[src/bct_map.vh]
// Register offsets, field positions, reset values and timing counts of the byte timer
`ifndef BCT_MAP_VH
`define BCT_MAP_VH

// ****************************************************************
// Register offsets (expanded register bank)
// ****************************************************************
`define BCT_OFS_PRIMARY_CTRL     8'h00
`define BCT_OFS_SECONDARY_CTRL   8'h01
`define BCT_OFS_RELOAD_HIGH      8'h02
`define BCT_OFS_RELOAD_LOW       8'h03
`define BCT_OFS_CAPTURE_POS      8'h04
`define BCT_OFS_CAPTURE_NEG      8'h05

// ****************************************************************
// Primary control fields
// ****************************************************************
`define BCT_P_ENABLE             7
`define BCT_P_SINGLE_PASS        6
`define BCT_P_TIMEOUT            5
`define BCT_P_CLKSEL_HI          4
`define BCT_P_CLKSEL_LO          3
`define BCT_P_INT_MASK           1
`define BCT_P_PIN_SELECT         0

// ****************************************************************
// Secondary control fields
// ****************************************************************
`define BCT_S_DEMOD_MODE         6
`define BCT_S_EDGE_HI            5
`define BCT_S_EDGE_LO            4
`define BCT_S_INIT_LEVEL         1
`define BCT_S_NEG_FLAG           1
`define BCT_S_POS_FLAG           0

// ****************************************************************
// Reset values and counts
// ****************************************************************
`define BCT_RST_BYTE             8'h00
`define BCT_RELOAD_RST           8'hFF
`define BCT_COUNT_ONE            8'h01
`define BCT_COUNT_FULL           8'hFF
`define BCT_EDGE_RISE            2'b00
`define BCT_EDGE_FALL            2'b01
`define BCT_EDGE_BOTH            2'b10

`endif

[src/bct_prescaler.v]
// Timer clock prescaler: one-cycle tick at a selectable division of the system clock
`timescale 1ns/1ps

module bct_prescaler
#(
	parameter DIV_W = 4
)
(
	input  wire       clk_sys_i,
	input  wire       reset_i,
	input  wire       run_i,
	input  wire [1:0] clk_sel_i,
	output reg        tick_o
);

	reg [DIV_W-1:0] div_q;
	reg [DIV_W-1:0] div_d;
	reg             tick_d;

	// ****************************************************************
	// Divider: tick every 2, 4, 8 or 16 system clocks
	// ****************************************************************
	always @*
	begin
		div_d  = div_q + {{(DIV_W-1){1'b0}}, 1'b1};
		tick_d = 1'b0;
		case (clk_sel_i)
			2'd0: tick_d = (div_q[0] == 1'b1);
			2'd1: tick_d = (div_q[1:0] == 2'b11);
			2'd2: tick_d = (div_q[2:0] == 3'b111);
			default: tick_d = (div_q[3:0] == 4'b1111);
		endcase
		if (!run_i)
		begin
			tick_d = 1'b0;
		end
	end

	// Free-running divider, so the first tick after enable is unaligned
	always @(posedge clk_sys_i or posedge reset_i)
	begin
		if (reset_i)
		begin
			div_q  <= {DIV_W{1'b0}};
			tick_o <= 1'b0;
		end
		else
		begin
			div_q  <= div_d;
			tick_o <= tick_d;
		end
	end

endmodule // bct_prescaler

[src/bct_edge_detect.v]
// Edge detector for the demodulation input with polarity selection
`timescale 1ns/1ps

`include "bct_map.vh"

module bct_edge_detect
(
	input  wire       clk_sys_i,
	input  wire       reset_i,
	input  wire       sig_i,
	input  wire [1:0] edge_sel_i,
	output reg        rise_o,
	output reg        fall_o
);

	reg prev_q;

	// ****************************************************************
	// Qualified rising and falling edge pulses
	// ****************************************************************
	always @(posedge clk_sys_i or posedge reset_i)
	begin
		if (reset_i)
		begin
			prev_q <= 1'b0;
			rise_o <= 1'b0;
			fall_o <= 1'b0;
		end
		else
		begin
			prev_q <= sig_i;
			rise_o <= sig_i & ~prev_q & (edge_sel_i != `BCT_EDGE_FALL);
			fall_o <= ~sig_i & prev_q & (edge_sel_i != `BCT_EDGE_RISE);
		end
	end

endmodule // bct_edge_detect

[src/bct_byte_timer.v]
// Byte timer: 8-bit down counter with dual reload, pin output and demodulation capture
`timescale 1ns/1ps

`include "bct_map.vh"

module bct_byte_timer
(
	input  wire       clk_sys_i,
	input  wire       reset_i,
	input  wire       stop_recovery_i,
	input  wire [7:0] reg_addr_i,
	input  wire       reg_wr_i,
	input  wire       reg_rd_i,
	input  wire [7:0] reg_wdata_i,
	output reg  [7:0] reg_rdata_o,
	input  wire       port_latch_i,
	input  wire       demod_in_i,
	output reg        shared_port_pin_o,
	output reg        timer_output_level_o,
	output reg        timeout_irq_o
);

	// ****************************************************************
	// States
	// ****************************************************************
	localparam [2:0] ST_IDLE  = 3'd0;
	localparam [2:0] ST_LOAD  = 3'd1;
	localparam [2:0] ST_COUNT = 3'd2;
	localparam [2:0] ST_DWAIT = 3'd3;
	localparam [2:0] ST_DCNT  = 3'd4;

	// ****************************************************************
	// Registers
	// ****************************************************************
	reg       enable_q;
	reg       single_pass_q;
	reg       timeout_q;
	reg [1:0] clk_sel_q;
	reg       int_mask_q;
	reg       pin_select_q;
	reg       demod_mode_q;
	reg [1:0] edge_sel_q;
	reg       init_level_q;
	reg       pos_flag_q;
	reg       neg_flag_q;
	reg [7:0] reload_high_value_q;
	reg [7:0] reload_low_value_q;
	reg [7:0] capture_pos_q;
	reg [7:0] capture_neg_q;
	reg [7:0] count_q;
	reg [2:0] state_q;
	reg       first_tc_q;
	reg [7:0] count_d;
	reg [2:0] state_d;
	reg       first_tc_d;
	reg       level_d;
	reg       tc_event;
	reg       stop_event;
	reg       start_event;
	wire      tick;
	wire      rise;
	wire      fall;
	wire      wr_primary;
	wire      wr_secondary;
	wire      running;

	// Selects the reload register that matches an output level
	function [7:0] reload_for(input level, input [7:0] low_value, input [7:0] high_value);
		reload_for = level ? high_value : low_value;
	endfunction

	assign wr_primary   = reg_wr_i && (reg_addr_i == `BCT_OFS_PRIMARY_CTRL);
	assign wr_secondary = reg_wr_i && (reg_addr_i == `BCT_OFS_SECONDARY_CTRL);
	assign running      = (state_q != ST_IDLE);

	// ****************************************************************
	// Tick source and edge detection
	// ****************************************************************
	bct_prescaler #(.DIV_W(4)) u_prescaler (
		.clk_sys_i  (clk_sys_i),
		.reset_i    (reset_i),
		.run_i      (running),
		.clk_sel_i  (clk_sel_q),
		.tick_o     (tick)
	);

	bct_edge_detect u_edge (
		.clk_sys_i  (clk_sys_i),
		.reset_i    (reset_i),
		.sig_i      (demod_in_i),
		.edge_sel_i (edge_sel_q),
		.rise_o     (rise),
		.fall_o     (fall)
	);

	// ****************************************************************
	// Counter state machine
	// ****************************************************************
	always @*
	begin
		count_d     = count_q;
		state_d     = state_q;
		first_tc_d  = first_tc_q;
		level_d     = timer_output_level_o;
		tc_event    = 1'b0;
		stop_event  = 1'b0;
		start_event = wr_primary && reg_wdata_i[`BCT_P_ENABLE] && !enable_q;
		if (wr_primary && !reg_wdata_i[`BCT_P_ENABLE])
			state_d = ST_IDLE;
		else if (start_event)
		begin
			first_tc_d = 1'b1;
			if (demod_mode_q)
				state_d = ST_DWAIT;
			else
			begin
				level_d = init_level_q;
				state_d = ST_LOAD;
			end
		end
		else
		begin
			case (state_q)
				ST_LOAD:
				begin
					if (tick)
					begin
						count_d = reload_for(timer_output_level_o, reload_low_value_q,
							reload_high_value_q);
						state_d = ST_COUNT;
					end
				end
				ST_COUNT:
				begin
					if (tick)
					begin
						count_d = count_q - `BCT_COUNT_ONE;
						if (count_q == `BCT_COUNT_ONE)
						begin
							level_d    = ~timer_output_level_o;
							first_tc_d = 1'b0;
							if (single_pass_q)
							begin
								tc_event   = 1'b1;
								stop_event = 1'b1;
								state_d    = ST_IDLE;
							end
							else
							begin
								tc_event = !first_tc_q;
								state_d  = ST_LOAD;
							end
						end
					end
				end
				ST_DWAIT:
				begin
					if (rise || fall)
					begin
						count_d = reload_for(1'b0, reload_low_value_q, reload_high_value_q);
						state_d = ST_DCNT;
					end
				end
				ST_DCNT:
				begin
					if (tick)
						count_d = count_q - `BCT_COUNT_ONE;
				end
				default:
					state_d = ST_IDLE;
			endcase
		end
	end

	// ****************************************************************
	// Counter, state and output level
	// ****************************************************************
	always @(posedge clk_sys_i or posedge reset_i)
	begin
		if (reset_i)
		begin
			count_q              <= `BCT_RST_BYTE;
			state_q              <= ST_IDLE;
			first_tc_q           <= 1'b0;
			timer_output_level_o <= 1'b0;
		end
		else if (stop_recovery_i)
		begin
			state_q    <= ST_IDLE;
			first_tc_q <= 1'b0;
		end
		else
		begin
			count_q              <= count_d;
			state_q              <= state_d;
			first_tc_q           <= first_tc_d;
			timer_output_level_o <= level_d;
		end
	end

	// ****************************************************************
	// Primary control register
	// ****************************************************************
	always @(posedge clk_sys_i or posedge reset_i)
	begin
		if (reset_i)
		begin
			enable_q      <= 1'b0;
			single_pass_q <= 1'b0;
			timeout_q     <= 1'b0;
			clk_sel_q     <= 2'b00;
			int_mask_q    <= 1'b0;
			pin_select_q  <= 1'b0;
		end
		else if (stop_recovery_i)
		begin
			enable_q     <= 1'b0;
			timeout_q    <= 1'b0;
			pin_select_q <= 1'b0;
		end
		else
		begin
			if (wr_primary)
			begin
				enable_q      <= reg_wdata_i[`BCT_P_ENABLE];
				single_pass_q <= reg_wdata_i[`BCT_P_SINGLE_PASS];
				clk_sel_q     <= reg_wdata_i[`BCT_P_CLKSEL_HI:`BCT_P_CLKSEL_LO];
				int_mask_q    <= reg_wdata_i[`BCT_P_INT_MASK];
				pin_select_q  <= reg_wdata_i[`BCT_P_PIN_SELECT];
			end
			else if (stop_event)
				enable_q <= 1'b0;
			// Set wins over a simultaneous write-one clear
			if (tc_event)
				timeout_q <= 1'b1;
			else if (wr_primary && reg_wdata_i[`BCT_P_TIMEOUT])
				timeout_q <= 1'b0;
		end
	end

	// ****************************************************************
	// Secondary control and capture registers
	// ****************************************************************
	always @(posedge clk_sys_i or posedge reset_i)
	begin
		if (reset_i)
		begin
			demod_mode_q  <= 1'b0;
			edge_sel_q    <= `BCT_EDGE_RISE;
			init_level_q  <= 1'b0;
			pos_flag_q    <= 1'b0;
			neg_flag_q    <= 1'b0;
			capture_pos_q <= `BCT_RST_BYTE;
			capture_neg_q <= `BCT_RST_BYTE;
		end
		else
		begin
			if (wr_secondary)
			begin
				demod_mode_q <= reg_wdata_i[`BCT_S_DEMOD_MODE];
				edge_sel_q   <= reg_wdata_i[`BCT_S_EDGE_HI:`BCT_S_EDGE_LO];
				init_level_q <= reg_wdata_i[`BCT_S_INIT_LEVEL];
			end
			// Complemented count capture, set wins over clear
			if (state_q == ST_DCNT && rise)
			begin
				capture_pos_q <= ~count_q;
				pos_flag_q    <= 1'b1;
			end
			else if (wr_secondary && demod_mode_q && reg_wdata_i[`BCT_S_POS_FLAG])
				pos_flag_q <= 1'b0;
			if (state_q == ST_DCNT && fall)
			begin
				capture_neg_q <= ~count_q;
				neg_flag_q    <= 1'b1;
			end
			else if (wr_secondary && demod_mode_q && reg_wdata_i[`BCT_S_NEG_FLAG])
				neg_flag_q <= 1'b0;
		end
	end

	// ****************************************************************
	// Reload registers
	// ****************************************************************
	always @(posedge clk_sys_i or posedge reset_i)
	begin
		if (reset_i)
		begin
			reload_high_value_q <= `BCT_RELOAD_RST;
			reload_low_value_q  <= `BCT_RELOAD_RST;
		end
		else if (reg_wr_i)
		begin
			if (reg_addr_i == `BCT_OFS_RELOAD_HIGH)
				reload_high_value_q <= reg_wdata_i;
			else if (reg_addr_i == `BCT_OFS_RELOAD_LOW)
				reload_low_value_q <= reg_wdata_i;
		end
	end

	// ****************************************************************
	// Pin, interrupt and read data
	// ****************************************************************
	always @(posedge clk_sys_i or posedge reset_i)
	begin
		if (reset_i)
		begin
			shared_port_pin_o <= 1'b0;
			timeout_irq_o     <= 1'b0;
			reg_rdata_o       <= `BCT_RST_BYTE;
		end
		else
		begin
			shared_port_pin_o <= pin_select_q ? timer_output_level_o : port_latch_i;
			timeout_irq_o     <= timeout_q & int_mask_q;
			if (reg_rd_i)
			begin
				if (reg_addr_i == `BCT_OFS_PRIMARY_CTRL)
					reg_rdata_o <= {enable_q, single_pass_q, timeout_q, clk_sel_q, 1'b0,
						int_mask_q, pin_select_q};
				else if (reg_addr_i == `BCT_OFS_SECONDARY_CTRL)
					reg_rdata_o <= {1'b0, demod_mode_q, edge_sel_q, 2'b00,
						demod_mode_q ? neg_flag_q : init_level_q, pos_flag_q};
				else if (reg_addr_i == `BCT_OFS_RELOAD_HIGH)
					reg_rdata_o <= reload_high_value_q;
				else if (reg_addr_i == `BCT_OFS_RELOAD_LOW)
					reg_rdata_o <= reload_low_value_q;
				else if (reg_addr_i == `BCT_OFS_CAPTURE_POS)
					reg_rdata_o <= capture_pos_q;
				else if (reg_addr_i == `BCT_OFS_CAPTURE_NEG)
					reg_rdata_o <= capture_neg_q;
				else
					reg_rdata_o <= `BCT_RST_BYTE;
			end
		end
	end

endmodule // bct_byte_timer

[config.mk]
export PLATFORM = sky130hd
export DESIGN_NAME = bct_byte_timer
export DESIGN_NICKNAME = d
export VERILOG_FILES = /design/src/bct_prescaler.v /design/src/bct_edge_detect.v /design/src/bct_byte_timer.v
export VERILOG_INCLUDE_DIRS = /design/src
export SDC_FILE = /design/constraint.sdc
export NUM_CORES = 1
export LEC_CHECK = 0
export ABC_AREA = 0
export BUFFER_PORTS_ARGS = -buffer_cell sky130_fd_sc_hd__buf_2
export CORE_MARGIN = 2
export CORE_UTILIZATION = 40
export DETAILED_ROUTE_END_ITERATION = 7
export PLACE_DENSITY = 0.59
export SYNTH_ARGS = -nofsm -noshare
export SYNTH_HDL_FRONTEND = slang
export SYNTH_SLANG_ARGS = --single-unit
[constraint.sdc]
create_clock -name clk_sys_i -period 5.3 [get_ports clk_sys_i]
set_input_delay 0.795 -clock clk_sys_i [delete_from_list [all_inputs] [get_ports clk_sys_i]]
set_output_delay 0.795 -clock clk_sys_i [all_outputs]
set_load 0.03 [all_outputs]
## Yosys cells after proc, flatten, opt, wreduce, memory -nomap -nowiden

Cells that the tools add are included.

- Add/subtract/negate cells: 2
- Eq/ne operators: 26
- Multiplexer cells: 60
- Bitwise gates (word level): 13
- Reduce and logical (&&, ||, !) cells: 39

Operators with widths:

| cell | count |
|---|---|
| 8-bit 2-to-1 mux | 10 |
| 1-bit 2-to-1 mux | 39 |
| 8-bit one-hot mux with 3 select lines | 1 |
| 3-bit 2-to-1 mux | 7 |
| 3-bit nonzero test | 7 |
| 8-bit by 1-bit equality test with 1-bit output (second input constant) | 2 |
| 8-bit by 2-bit equality test with 1-bit output (second input constant) | 2 |
| 8-bit by 3-bit equality test with 1-bit output (second input constant) | 2 |
| 2-bit nonzero test | 7 |
| 3-bit one-hot mux with 4 select lines | 1 |
| 1-bit logical AND | 11 |
| 5-bit by 4-bit != test with 1-bit output (second input constant) | 2 |
| 5-bit != test (second input constant) | 2 |
| 8-bit zero test | 1 |
| 8-bit inverter | 1 |
| 8-bit by 1-bit subtractor with 8-bit output (second input constant) | 1 |
| 1-bit inverter | 7 |
| 7-bit AND reduction | 1 |
| 3-bit by 2-bit equality test with 1-bit output (second input constant) | 2 |
| 3-bit equality test (second input constant) | 2 |
| 2-bit by 1-bit != test with 1-bit output (second input constant) | 3 |
| 2-bit != test (second input constant) | 3 |
| 6-bit AND reduction | 1 |
| 1-bit AND | 5 |
| other kinds (16) | 20 |

- Flip-flop bits (word level): 76
- Input port bits: 23
- Output and inout port bits: 11
- Logic and storage cells: 167

## Logic depth before layout (Yosys ltp)

Gate-level depths: netlist of run 1.

- Depth in word-level cells: 9
- Gate-level depth with buffers: 8
- Depth with buffers taken out: 7

## Modules after synthesis

Synthesis of run 1 repeated with hierarchy kept, for this count alone.

- Cell total of the unflattened synthesis: 415
- Area total of the unflattened synthesis: 4063.9 um^2

By module, submodules not included:

| module | instances | cells an instance | area each (um^2) |
|---|---|---|---|
| bct_byte_timer | 1 | 391 | 3741.1 |
| bct_prescaler | 1 | 16 | 214.0 |
| bct_edge_detect | 1 | 8 | 108.9 |

## Worst setup path after synthesis of run 1

No wires, ideal clock.

- Path kind: input to register
- Start: input port reg_addr_i[0]
- End: register clk_sel_q[0]
- Library setup time: 125 ps
- Arrival: 1975 ps
- Data required time: 5175 ps
- Path slack: 3200 ps
- Stages on the path: 5
- Buffers on the path: 1
- Cells stage by stage: buf_2 > nor3_2 > nand3_4 > nor2_2 > mux2_2

- Word-level cells in the longest chain between the ends: 3

Ends and longest elaborated chain:

| element | line | text |
|---|---|---|
| start, declared | bct_byte_timer.v:11 | `input wire [7:0] reg_addr_i,` |
| 8-bit zero test (no line) | n/a |  |
| 1-bit logical AND | bct_byte_timer.v:72 | `` assign wr_primary = reg_wr_i && (reg_addr_i == `BCT_OFS_PRIMARY_CTRL); `` |
| 2-bit AND reduction (no line) | n/a |  |
| end signal, assigned | bct_byte_timer.v:227 | `` clk_sel_q <= reg_wdata_i[`BCT_P_CLKSEL_HI:`BCT_P_CLKSEL_LO]; `` |
| end, declared | bct_byte_timer.v:38 | `reg [1:0] clk_sel_q;` |

No other way between the ends.
A chain may end at the register's enable or synchronous reset.

## Final worst setup path of run 1

- Start: input port reg_addr_i[2]
- End: register reload_high_value_q[4]

- Word-level cells in the longest chain between the ends: 2

Ends and longest elaborated chain:

| element | line | text |
|---|---|---|
| 8-bit by 2-bit equality test with 1-bit output (no line) | n/a |  |
| 2-bit AND reduction (no line) | n/a |  |
| end signal, assigned | bct_byte_timer.v:289 | `` reload_high_value_q <= `BCT_RELOAD_RST; `` |
| end signal, assigned | bct_byte_timer.v:295 | `reload_high_value_q <= reg_wdata_i;` |
| end, declared | bct_byte_timer.v:46 | `reg [7:0] reload_high_value_q;` |

No other way between the ends.

==> results of run 1 <==
-- per-layer routing --
layer	track usage, %	wire, microns
met3	4.01	632
met4	6.37	217
met1	29.1	4910
met2	31.1	5040
met5	0	0
-- sequential cells by signal, summed over array words and instances (netlist names), 2 cells and up --
| name | flops |
|---|---|
| reload_low_value_q | 8 |
| capture_pos_q | 8 |
| reload_high_value_q | 8 |
| reg_rdata_o | 8 |
| edge_sel_q | 2 |
| u_prescaler.div_q | 4 |
| state_q | 3 |
| count_q | 8 |
| clk_sel_q | 2 |
| capture_neg_q | 8 |
-- worst max-delay path: cells and delay by family --
| kind | cells | cell delay [ns] |
|---|---|---|
| muxes | 1 | 0.39 |
| and+or+nand+nor | 3 | 1.18 |
| buffers and inverters | 1 | 0.20 |
-- synthesized netlist by cell type (8+ instances only) --
master                      n
sky130_fd_sc_hd__inv_1     20
sky130_fd_sc_hd__dfstp_2   16
sky130_fd_sc_hd__nand3_1   10
sky130_fd_sc_hd__nand2_1   14
sky130_fd_sc_hd__a21oi_1   48
sky130_fd_sc_hd__mux2i_1    9
sky130_fd_sc_hd__mux2_2    27
sky130_fd_sc_hd__nor2_1    42
sky130_fd_sc_hd__buf_2     13
sky130_fd_sc_hd__o21ai_0   36
sky130_fd_sc_hd__dfrtp_1   60
sky130_fd_sc_hd__a31oi_1    8
sky130_fd_sc_hd__clkbuf_1  10
-- cells in the final DEF (no fill, tap or decap), types with 4 or more instances in the layout --
| cell | instances |
|---|---|
| sky130_fd_sc_hd__nand2b_1 | 6 |
| sky130_fd_sc_hd__dfstp_2 | 16 |
| sky130_fd_sc_hd__nand2_1 | 14 |
| sky130_fd_sc_hd__o21ai_0 | 36 |
| sky130_fd_sc_hd__a31oi_1 | 8 |
| sky130_fd_sc_hd__nand4_1 | 4 |
| sky130_fd_sc_hd__mux2_2 | 27 |
| sky130_fd_sc_hd__nand3_1 | 10 |
| sky130_fd_sc_hd__a32oi_1 | 5 |
| sky130_fd_sc_hd__and3_1 | 5 |
| sky130_fd_sc_hd__o22ai_1 | 6 |
| sky130_fd_sc_hd__nor2b_1 | 5 |
| sky130_fd_sc_hd__o211ai_1 | 4 |
| sky130_fd_sc_hd__nor3_1 | 5 |
| sky130_fd_sc_hd__a21o_1 | 6 |
| sky130_fd_sc_hd__buf_2 | 33 |
| sky130_fd_sc_hd__mux2i_1 | 9 |
| sky130_fd_sc_hd__nor2_1 | 42 |
| sky130_fd_sc_hd__a211oi_1 | 5 |
| sky130_fd_sc_hd__dfrtp_1 | 60 |
| sky130_fd_sc_hd__inv_1 | 19 |
| sky130_fd_sc_hd__a21oi_1 | 48 |
| sky130_fd_sc_hd__clkbuf_8 | 9 |
| sky130_fd_sc_hd__ha_1 | 4 |
-- cells by family after synthesis --
kind of cell	count (synthesis)	share of synthesized area (%)
AO/OA/AOI/OAI	139	21.6
XOR/XNOR	2	0.434
adder cells (fa/ha/maj)	4	1.24
buffers and inverters	45	4.77
flip-flops	76	47.6
multiplexers	36	9.76
AND/OR/NAND/NOR	110	14.6
-- final timing paths --
kind | cells past startpoint | slack (ns) | endpoint | start
min | 1 | 0.43 | u_edge.rise_o | u_edge.prev_q
min reg2reg | 1 | 0.43 | u_edge.rise_o | u_edge.prev_q
max | 5 | 3.02 | reload_high_value_q[4] | reg_addr_i[2]
min in group asynchronous | 3 | 0.72 | count_q[3] | reset_i
max in group asynchronous | 3 | 3.95 | init_level_q | reset_i
max reg2reg | 5 | 3.02 | count_q[6] | state_q[1]
-- cell type report --
type / instances / area (sq um)
Tap cell: 133 / 166
Clock inverter: 7 / 98.8
Multi-Input combinational cell: 291 / 1930
Sequential cell: 76 / 1920
Inverter: 20 / 75.1
Fill cell: 966 / 5290
Timing Repair Buffer: 34 / 173
Clock buffer: 9 / 124
-- power by group --
part	switching [mW]	internal [mW]
clock network	0.236	0.268
logic	0.0593	0.0360
registers	0.0215	0.600
total	0.317	0.904
-- through the flow --
stage / power, mW / hold slack [ns] / cell area, sq um / instances
global placement: 0.726 / 0.415 / 4260 / 554
CTS: 1.23 / 0.434 / 4480 / 570
global route: 1.27 / 0.447 / 4480 / 570
detailed placement: 0.728 / 0.421 / 4260 / 554
finish: 1.22 / 0.430 / 4480 / 570
floorplan: 0.688 / 0.400 / 4040 / 412
==> results summary, run 1 <==
The number of global-route vias before repair was 3,121. Headroom to the max-slew limit came out at 35.8%. Summed over all layers, the routed wires come to about 11,000 microns. When the netlist entered floorplanning its net count stood at roughly 440. The mapped cell area is 0.00404 sq mm. The highest ir drop seen on vdd came out at ~0.12 mV.

The most used flip-flop cell after synthesis is sky130_fd_sc_hd__dfrtp_1. The half-perimeter wire length after detailed placement is 7770 microns. Setup total negative slack on the finished layout was measured at 0 ns. Of all nets on the critical path, the largest fanout is 15. The sequential share of the synthesized area is between 40% and 50%. The flow ran to the end, and the final reports show no timing, DRC or antenna violations.

The minimum setup slack after placement is 2.67 ns. The congestion estimate from routability-driven global placement came to a little over 0.9. Counting every instance in the synthesized netlist gives just over 400. The clock arrives with 0.00921 ns of skew. The leakage power of the design is 1.98 nW.

The violation count after the first detailed-routing iteration is 345. The height of the chip is about 100 microns. The number of setup buffers added after CTS came out at 0. Clock tree synthesis selected as its root buffer the cell sky130_fd_sc_hd__clkbuf_8.

The worst setup path is captured at a register. The number of hold buffers added after CTS came out at 0. TritonCTS built the clock tree. The max-slew violation count came out at 0. The layout overhead on the synthesized area is 11.0%. The floorplan step set the die width to 105 microns.

STA puts the critical path data required time at 5.58 ns. The transition time of the tightest slew-check pin is approximately 0.96 ns. The worst setup path is launched from an input pin. The synthesized design spends more area on one cell type than any other, namely sky130_fd_sc_hd__dfrtp_1.

The total inserted antenna cells is 0. The final critical-path required period is 2.28 ns. Clock-pin slew was measured on the worst setup and hold paths at 0.08 ns. The initial antenna violation count came out at 0. The area fraction of the dominant cell type after synthesis came out at 37.2%. The max capacitance violation total came out at 0. The number of warnings issued by yosys came out at 0. The critical path is of the in -> reg type. The DRC violation count after routing is 0. The number of detailed-routing iterations run before antenna repair came out at 5. CTS built an H-tree with a depth of 3. The slowest stage cell on the critical path is sky130_fd_sc_hd__nor2b_1. Of the available clock period, the critical path in the final layout requires 43.1%. The number of sinks handled by clock tree synthesis is 76. The worst hold path belongs to the class reg -> reg.

The worst-case setup margin in the final layout is roughly 3.0 ns. The remaining global-route overflow is 0. The number of distinct library cells after synthesis is 58. The data arrival time of the critical path came out at between 2 and 3 ns. The combined global-route utilization of all metal layers came out at roughly a fifth. Each instance of the synthesized netlist takes up on average 9.81 sq um. The number of cell rows is 36. The maximum root-to-sink buffer count is 2. The register bit total from synthesis is 76.

Sorting the synthesized cells by area gives the leading types as sky130_fd_sc_hd__dfrtp_1 (37%), sky130_fd_sc_hd__dfstp_2 (10%), sky130_fd_sc_hd__mux2_2 (7.5%). The per-cell routed wire length came out at ~19 microns. Clock latency on the worst-skew pair, taken at its later pin, is 0.36 ns. The wire length of the first global-routing pass came out at about 17,000 microns. The number of endpoints with negative hold slack in the final report came out at 0. The number of top-level pins came out at 34.

For this run, the post-layout net count is approximately 460. Setup violations remaining at the end of the flow were counted as 0. Once detail routing completed, the nets flagged for antenna violations numbered 0. The signal on the critical path passes through buf_2, nor2b_1, nand3_1, nor2_2, mux2_2.

The floorplan die area came out at 0.0109 sq mm. The final design utilization is 45.9%. The number of vias per cell is 5.76. The cell area power density is 272 mW/mm^2. The number of clock buffers added by TritonCTS is 9. After floorplanning, the core was sized to cover 0.00977 sq mm. Setup repair after global routing left no endpoint under its margin. The share of flip-flops with an asynchronous set or reset after synthesis came out at 100%.

The highest clock rate came out at ~0.44 GHz. The fraction of final layout cells with drive strength greater than 1 came out at 24.0%. Entering global routing, the biggest net connects 77 pins.

The number of input and output port buffers inserted came out at 33. For this configuration, the core starts out at a cell density of 41.3%. After clock tree synthesis, the repair step resized 0 gates.

The number of enable flip-flop cells after synthesis came out at 0. In this design, the stage delay of the slowest critical-path cell is 0.63 ns. The vias after detailed routing is 3,283.
(Power assumes the default switching activity.)
==> run 2: changes to the inputs <==
Settings changed: PLACE_DENSITY 0.59 to 0.61.
Clock period 5.3 ns to 1.96 ns, I/O delays scaled along.
==> run 2 against run 1 <==
The run now ends with negative hold slack left. Clock skew is 0.0014 ns lower. Largest cell class unchanged. Utilization is 2.0 points higher. Sequential power grew to 2.7 times the previous value. Die area stayed put. Largest power group unchanged. Global-route usage is 0.45 points higher. Critical path type is now reg -> reg.
==> results summary, run 2 (same netlist as run 1, synthesis figures left out) <==
The headroom to the max-slew limit is 59.5% (was 35.8%). The peak fanout along the critical path is 7 (was 15). The combined global-route utilization of all metal layers came out at 20.8% (was 20.4%). The remaining global-route overflow came to 0 (unchanged). The count of filler cells inserted in the layout was 964 (was 966). The family of cells with the greatest summed delay on the critical path is compound AO/OA/AOI/OAI gates (was simple AND/OR/NAND/NOR gates). The root cell of the clock tree is sky130_fd_sc_hd__clkbuf_8 (unchanged).

The total inserted antenna cells came to 0 (unchanged). The number of hold buffers added after CTS is 0 (unchanged). The height of the chip is 105 microns (unchanged). The max capacitance violation total came to 0 (unchanged).

The number of detailed-routing iterations run before antenna repair came to 4 (was 5). The largest net degree at the start of global routing came to 27 (was 77). The number of nets in the finished design is 490 (was 459). The area occupied by registers is 0.00192 sq mm (unchanged). The total negative slack is 0 ns (unchanged). The data arrival time of the critical path is 2.06 ns (was 2.57 ns). The floorplan die area came to 0.0109 sq mm (unchanged). The combined buffer and inverter count along the critical path is 1 (unchanged). The path category of the worst min-delay check was in -> async (was reg -> reg). The total CTS buffers is 9 (unchanged). The half-perimeter wire length after detailed placement came out at 8280 microns (was 7770 microns). The number of global-route vias before repair is 3,195 (was 3,121). The final reports fail on negative hold slack. The biggest cell delay along the critical path is 0.60 ns (was 0.63 ns).

The wire length of the first global-routing pass is 17,600 microns (was 17,100 microns). The leakage power of the design is 2.11 nW (was 1.98 nW). The number of cell rows came to 36 (unchanged). The per-cell routed wire length came out at 18.1 microns (was 18.9 microns). The floorplan core area is 0.00977 sq mm (unchanged). RSZ-0062 raised after global routing: false (unchanged). The placed cell count came out at 585 (was 554). Status: complete, but fails checks (was completed).

The multi-input gate area in the final layout is 0.00193 sq mm (unchanged). Timing would allow up to 0.562 GHz. The final clock skew is 0.00777 ns (was 0.00921 ns). The final-layout worst hold slack is -0.00591 ns (was 0.430 ns).

The number of H-tree branching levels is 3 (unchanged). Among the stages of the critical path, the cell type that occurs most often is sky130_fd_sc_hd__o21ai_0. The layout overhead on the synthesized area came out at 15.8% (was 11.0%). The violation count after the first detailed-routing iteration is 240 (was 345). The number of vias per cell is 5.51 (was 5.76). The leading cell type in the layout, fill and taps excluded is sky130_fd_sc_hd__dfrtp_1 (unchanged). The classification of the worst setup path was reg -> reg (was in -> reg). The transition time of the tightest slew-check pin was 0.592 ns (was 0.963 ns). The endpoint required time on the critical path was 2.24 ns (was 5.58 ns). The slowest stage cell on the critical path is sky130_fd_sc_hd__a2111oi_0 (was sky130_fd_sc_hd__nor2b_1).

The max-slew violation count was 0 (unchanged). The width of the chip came to 105 microns (unchanged). The number of input and output port buffers inserted came to 33 (unchanged). The TritonCTS clock tree is yes (unchanged). The starting utilization of the core area was 41.3% (unchanged). The post-cts resize count is 0 (unchanged). The number of standard cells in the final layout excluding fillers is 601 (was 570). The overall routed net length came out at 10,900 microns (was 10,800 microns). The number of sinks handled by clock tree synthesis came to 76 (unchanged). The global placement routability congestion is 0.854 (was 0.911). The total design power came to 3.03 mW (was 1.22 mW). The cell area power density is 648 mW/mm^2 (was 272 mW/mm^2). The type of origin of the critical path is a register (was input pin). Ordered list of cells on the worst path: or2_2, o21ai_0, a2111oi_0, buf_4, a31oi_1, o21ai_0 (was buf_2, nor2b_1, nand3_1, nor2_2, mux2_2).

The fraction of final layout cells with drive strength greater than 1 is 28.8% (was 24.0%). The number of top-level pins came out at 34 (unchanged). The vias after detailed routing came to 3,313 (was 3,283). Commonest cells after routing, fill and taps aside: sky130_fd_sc_hd__dfrtp_1 (60), sky130_fd_sc_hd__a21oi_1 (48), sky130_fd_sc_hd__nor2_1 (42), sky130_fd_sc_hd__o21ai_0 (36), sky130_fd_sc_hd__buf_2 (33) (unchanged). The clock latency reported for the late side of the worst-skew pair came to 0.36 ns (about the same). The number of setup buffers added after CTS is 0 (unchanged).

The remaining antenna violation count is 0 (unchanged). The number of endpoints with negative hold slack in the final report is 7 (was 0). The highest ir drop seen on vdd came out at 0.370 mV (was 0.122 mV). The sort of element at the end of the critical path was a register (unchanged). The post-CTS clock slew at the launch and capture registers of the worst setup and hold paths is 0.08 ns (about the same). The maximum root-to-sink buffer count is 2 (unchanged).

The share of the clock period used by the worst path is 90.8%. The initial antenna violation count came out at 0 (unchanged). The final critical-path required period came out at 1.78 ns. The DRC violation count after routing is 0 (unchanged).

The number of setup violations in the final report came out at 0 (unchanged).
==> run 2: cell count changes in the layout (fill, tap and decap cells not counted) <==
cell,change
sky130_fd_sc_hd__buf_12,+1
sky130_fd_sc_hd__bufinv_16,-2
sky130_fd_sc_hd__clkinv_2,+2
sky130_fd_sc_hd__clkinv_4,-1
sky130_fd_sc_hd__clkinvlp_4,+1
sky130_fd_sc_hd__buf_4,+30
sky130_fd_sc_hd__clkbuf_1,+1
sky130_fd_sc_hd__inv_2,-1
==> run 2: cell type report <==
class,instances,share of cell area (%)
clock buffers,10,2.73
clock inverters,6,0.856
inverters,20,1.68
multi-input cells,291,41.2
flip-flops and latches,76,41.1
well taps,133,3.56
repair buffers,65,8.93
==> run 2: path summary, 6_finish.rpt <==
check,from,to,slack (ns),cells after the start
max reg2reg,state_q[1],count_q[3],0.18,6
max,state_q[1],count_q[3],0.18,6
min reg2reg,u_edge.prev_q,u_edge.rise_o,0.43,1
min in group clk_sys_i,demod_in_i,u_edge.prev_q,0.08,1
min,reset_i,u_edge.prev_q,-0.006,2
max in group asynchronous,reset_i,reload_low_value_q[7],1.39,3
==> run 2: worst register-to-register path, cell delays in order, from the launching register on <==
cell,delay (ns)
sky130_fd_sc_hd__dfrtp_1,0.46
sky130_fd_sc_hd__or2_2,0.16
sky130_fd_sc_hd__o21ai_0,0.09
sky130_fd_sc_hd__a2111oi_0,0.60
sky130_fd_sc_hd__buf_4,0.21
sky130_fd_sc_hd__a31oi_1,0.04
sky130_fd_sc_hd__o21ai_0,0.14
==> run 2: metal layers <==
metal  global-route usage, %  routed length (microns)  up-vias
met5                       0                        0        -
met4                    5.98                      169        0
met3                    3.82                      666       15
met2                    32.1                     5000       86
met1                    29.9                     5050     1605
li1                        -                        -     1607
==> run 2: where the power goes <==
part	total, mW	switching (mW)	internal, mW
clock	1.06	0.603	0.460
combinational	0.297	0.177	0.120
sequential	1.67	0.0487	1.62
==> run 2: through the flow <==
step	worst slack (ns)	hold slack, ns	area, sq um	utilization, %
final	0.180	-0.00591	4680	47.9
after global routing	0.0323	0.0320	4680	47.9
after CTS	0.146	0.00342	4680	47.9
after detailed placement	0.0988	0.388	4510	46.1
after global placement	0.159	0.379	4510	46.1
after floorplan	0.361	0.325	4040	-
==> run 3: changes to the inputs <==
Settings changed: ABC_AREA 0 to 1, CORE_UTILIZATION 40 to 54, PLACE_DENSITY 0.61 to 0.76.
==> run 3 against run 2 <==
The flow now finishes without violations. Area after synthesis decreased by 0.93%. Highest routed layer unchanged. First-iteration DRC count increased by 17%. Sequential power about the same. Clock skew increased by 0.0080 ns. Worst setup slack improved by 0.12 ns. Via count increased by 11%. Synthesized cell count increased by 27%. Clock power increased by 37%. Global-route usage increased by 5.4 points. Critical endpoint is now count_q[4]. Register-to-register slack improved by 0.12 ns.
==> results summary, run 3 <==
Status: completed (was complete, but fails checks). RSZ-0062 raised after global routing: false (unchanged). The root cell of the clock tree is sky130_fd_sc_hd__clkbuf_8 (unchanged). The highest ir drop seen on vdd is 0.547 mV (was 0.370 mV). The number of cell rows came out at 31 (was 36). The sequential share of the synthesized area came to 48.0% (was 47.6%). The floorplan core area came out at 0.00721 sq mm (was 0.00977 sq mm).

The data arrival time of the critical path came out at 1.88 ns (was 2.06 ns). The per-cell routed wire length came out at 15.2 microns (was 18.1 microns). The vias after detailed routing came out at 3,687 (was 3,313). The max-slew violation count is 0 (unchanged). The placed cell count came out at 652 (was 585).

The layout overhead on the synthesized area is 13.3% (was 15.8%). The net switching power is 0.850 mW (was 0.829 mW). The number of endpoints with negative hold slack in the final report was 0 (was 7). Dominant cells by area after synthesis: sky130_fd_sc_hd__dfrtp_1 (38%), sky130_fd_sc_hd__nand2_1 (15%), sky130_fd_sc_hd__dfstp_2 (11%) (was sky130_fd_sc_hd__dfrtp_1 (37%), sky130_fd_sc_hd__dfstp_2 (10%), sky130_fd_sc_hd__mux2_2 (7.5%)). The number of input and output port buffers inserted was 33 (unchanged). The minimum setup slack after placement is 0.221 ns (was 0.0988 ns).

The overall routed net length came out at 10,100 microns (was 10,900 microns). The number of sinks handled by clock tree synthesis came out at 76 (unchanged). The number of setup violations in the final report was 0 (unchanged). The net switching share of the total power came out at 24.8% (was 27.3%). The path category of the worst min-delay check is in -> async (unchanged).

The dominant register cell in the synthesized netlist is sky130_fd_sc_hd__dfrtp_1 (unchanged). The maximum root-to-sink buffer count came out at 2 (unchanged). The floorplan die area came out at 0.00812 sq mm (was 0.0109 sq mm).

The starting utilization of the core area is 55.5% (was 41.3%). The area fraction of the dominant cell type after synthesis is 37.5% (was 37.2%). The total design power is 3.43 mW (was 3.03 mW). The number of detailed-routing iterations run before antenna repair came out at 5 (was 4).

The combined global-route utilization of all metal layers came out at 26.2% (was 20.8%). The number of distinct library cells after synthesis was 34 (was 58). The library cell with the largest summed area after synthesis is sky130_fd_sc_hd__dfrtp_1 (unchanged). The cell area after layout came out at 0.00453 sq mm (was 0.00468 sq mm). The largest net degree at the start of global routing came out at 52 (was 27). The mapped cell area is 0.00400 sq mm (was 0.00404 sq mm). The width of the chip is 90.1 microns (was 105 microns). The number of vias per cell was 5.52 (was 5.51).

The highest clock rate came to 0.603 GHz (was 0.562 GHz). Ranking of synthesized cells by instance count: sky130_fd_sc_hd__nand2_1 (155), sky130_fd_sc_hd__inv_1 (62), sky130_fd_sc_hd__dfrtp_1 (60), sky130_fd_sc_hd__o21ai_0 (60), sky130_fd_sc_hd__nand3_1 (55) (was sky130_fd_sc_hd__dfrtp_1 (60), sky130_fd_sc_hd__a21oi_1 (48), sky130_fd_sc_hd__nor2_1 (42)). The number of cells produced by synthesis came out at 525 (was 412). The number of setup buffers added after CTS is 0 (unchanged). The final-layout worst hold slack came out at 0.00460 ns (was -0.00591 ns). The cell internal power dissipation is 2.58 mW (was 2.20 mW). The number of global-route vias before repair is 3,386 (was 3,195). The instance area after placement is 0.00430 sq mm (was 0.00451 sq mm). The peak fanout along the critical path is 11 (was 7). The combinational power share came out at 8.4% (was 9.8%). The headroom to the max-slew limit came out at 61.0% (was 59.5%). The share of flip-flops with an asynchronous set or reset after synthesis came out at 100% (unchanged). The violation count after the first detailed-routing iteration came out at 281 (was 240). The register bit total from synthesis came out at 76 (unchanged). The leading cell type in the layout, fill and taps excluded is sky130_fd_sc_hd__nand2_1 (was sky130_fd_sc_hd__dfrtp_1). Commonest cells after routing, fill and taps aside: sky130_fd_sc_hd__nand2_1 (155), sky130_fd_sc_hd__inv_1 (61), sky130_fd_sc_hd__o21ai_0 (60), sky130_fd_sc_hd__dfrtp_1 (60), sky130_fd_sc_hd__nand3_1 (55) (was sky130_fd_sc_hd__dfrtp_1 (60), sky130_fd_sc_hd__a21oi_1 (48), sky130_fd_sc_hd__nor2_1 (42), sky130_fd_sc_hd__o21ai_0 (36), sky130_fd_sc_hd__buf_2 (33)). The number of hold buffers added after CTS was 0 (unchanged).

The clock share of power is 42.2% (was 35.1%). The max capacitance violation total came to 0 (unchanged). The initial antenna violation count is 0 (unchanged). The number of standard cells in the final layout excluding fillers is 668 (was 601). The post-CTS clock slew at the launch and capture registers of the worst setup and hold paths came out at 0.08 ns (about the same). The number of top-level pins is 34 (unchanged). The number of enable flip-flop cells after synthesis was 0 (unchanged). The worst-case setup margin in the final layout is 0.303 ns (was 0.180 ns). The endpoint required time on the critical path is 2.19 ns (was 2.24 ns). The net count after synthesis is 552 (was 439). The half-perimeter wire length after detailed placement came out at 7530 microns (was 8280 microns).

The final clock skew came out at 0.0157 ns (was 0.00777 ns). The classification of the worst setup path was reg -> reg (unchanged). The cell area power density is 757 mW/mm^2 (was 648 mW/mm^2). The number of warnings issued by yosys was 0 (unchanged). The transition time of the tightest slew-check pin came to 0.583 ns (was 0.592 ns). The total negative slack is 0 ns (unchanged). The leakage power of the design came to 2.23 nW (was 2.11 nW). The DRC violation count after routing came out at 0 (unchanged). The TritonCTS clock tree is yes (unchanged). The sequential share of power came out at 49.4% (was 55.2%).

The post-cts resize count was 0 (unchanged). The final design utilization is 62.9% (was 47.9%). The remaining global-route overflow is 0 (unchanged).

The type of origin of the critical path is a register (unchanged). The sort of element at the end of the critical path is a register (unchanged). The clock latency reported for the late side of the worst-skew pair came out at 0.36 ns (about the same). The final critical-path required period is 1.66 ns (was 1.78 ns).

The height of the chip is 90.1 microns (was 105 microns). The wire length of the first global-routing pass came out at 16,700 microns (was 17,600 microns). The global placement routability congestion came out at 0.918 (was 0.854). The number of H-tree branching levels is 3 (unchanged).

The total CTS buffers is 9 (unchanged). The most frequently used cell type in the post-synthesis netlist is sky130_fd_sc_hd__nand2_1 (was sky130_fd_sc_hd__dfrtp_1). The share of the clock period used by the worst path is 84.5% (was 90.8%). The total inserted antenna cells came out at 0 (unchanged). The remaining antenna violation count came to 0 (unchanged).

The fraction of final layout cells with drive strength greater than 1 was 16.0% (was 28.8%). The post-synthesis area per instance came out at 7.62 sq um (was 9.81 sq um). The number of nets in the finished design is 591 (was 490).
## run 3: layout make-up
type                            count  area (sq um)
Tap cell                           99           124
Timing Repair Buffer               39           223
Clock buffer                       10           128
Inverter                           66           253
Multi-Input combinational cell    372          1770
Fill cell                         672          2680
Sequential cell                    76          1920
Clock inverter                      6           111
## run 3: worst paths after layout
path,startpoint,end,slack [ns],depth (start not counted)
worst min register to register,u_prescaler.div_q[0],u_prescaler.div_q[0],0.47,1
worst min-delay path,reset_i,state_q[0],0.005,3
worst max-delay path,state_q[0],count_q[4],0.30,8
min in group clk_sys_i,demod_in_i,u_edge.prev_q,0.07,1
max in group asynchronous,reset_i,reload_low_value_q[2],1.64,3
worst max register to register,state_q[0],count_q[4],0.30,8
## run 3: critical path: stages, from the launching register on
cell and delay [ns]:
sky130_fd_sc_hd__dfrtp_1 0.42, sky130_fd_sc_hd__inv_1 0.15, sky130_fd_sc_hd__nand3_2 0.15, sky130_fd_sc_hd__nand3_1 0.14, sky130_fd_sc_hd__nor2_1 0.06, sky130_fd_sc_hd__nor2_2 0.27
sky130_fd_sc_hd__nand2_4 0.15, sky130_fd_sc_hd__nand2_1 0.10, sky130_fd_sc_hd__o21ai_1 0.08
## run 3: cell families (layout without fill, tap and decap cells)
| kind of cell | Yosys count | count (layout) | share of synthesized area (%) |
|---|---|---|---|
| simple gates | 277 | 277 | 31.1 |
| compound gates | 90 | 90 | 11.8 |
| flops | 76 | 76 | 48.0 |
| buf+inv | 77 | 121 | 7.66 |
| xor+xnor | 1 | 1 | 0.219 |
| fa+ha+maj | 4 | 4 | 1.25 |
## run 3: power groups by stage
stage | combinational [mW] | clock (mW) | sequential (mW)
2_1_floorplan | 0.187 | 0 | 1.71
3_3_place_gp | 0.278 | 0 | 1.72
3_5_place_dp | 0.288 | 0 | 1.72
4_1_cts | 0.290 | 1.47 | 1.69
5_1_grt | 0.328 | 1.53 | 1.70
6_report | 0.289 | 1.45 | 1.70
## run 3: layer usage
| metal | GRT usage (%) | wire length, microns | share of wire, % |
|---|---|---|---|
| met3 | 5.78 | 659 | 6.5 |
| met1 | 37.4 | 4590 | 45 |
| met4 | 9.10 | 209 | 2.1 |
| met5 | 0 | 0 | 0 |
| met2 | 39.5 | 4670 | 46 |
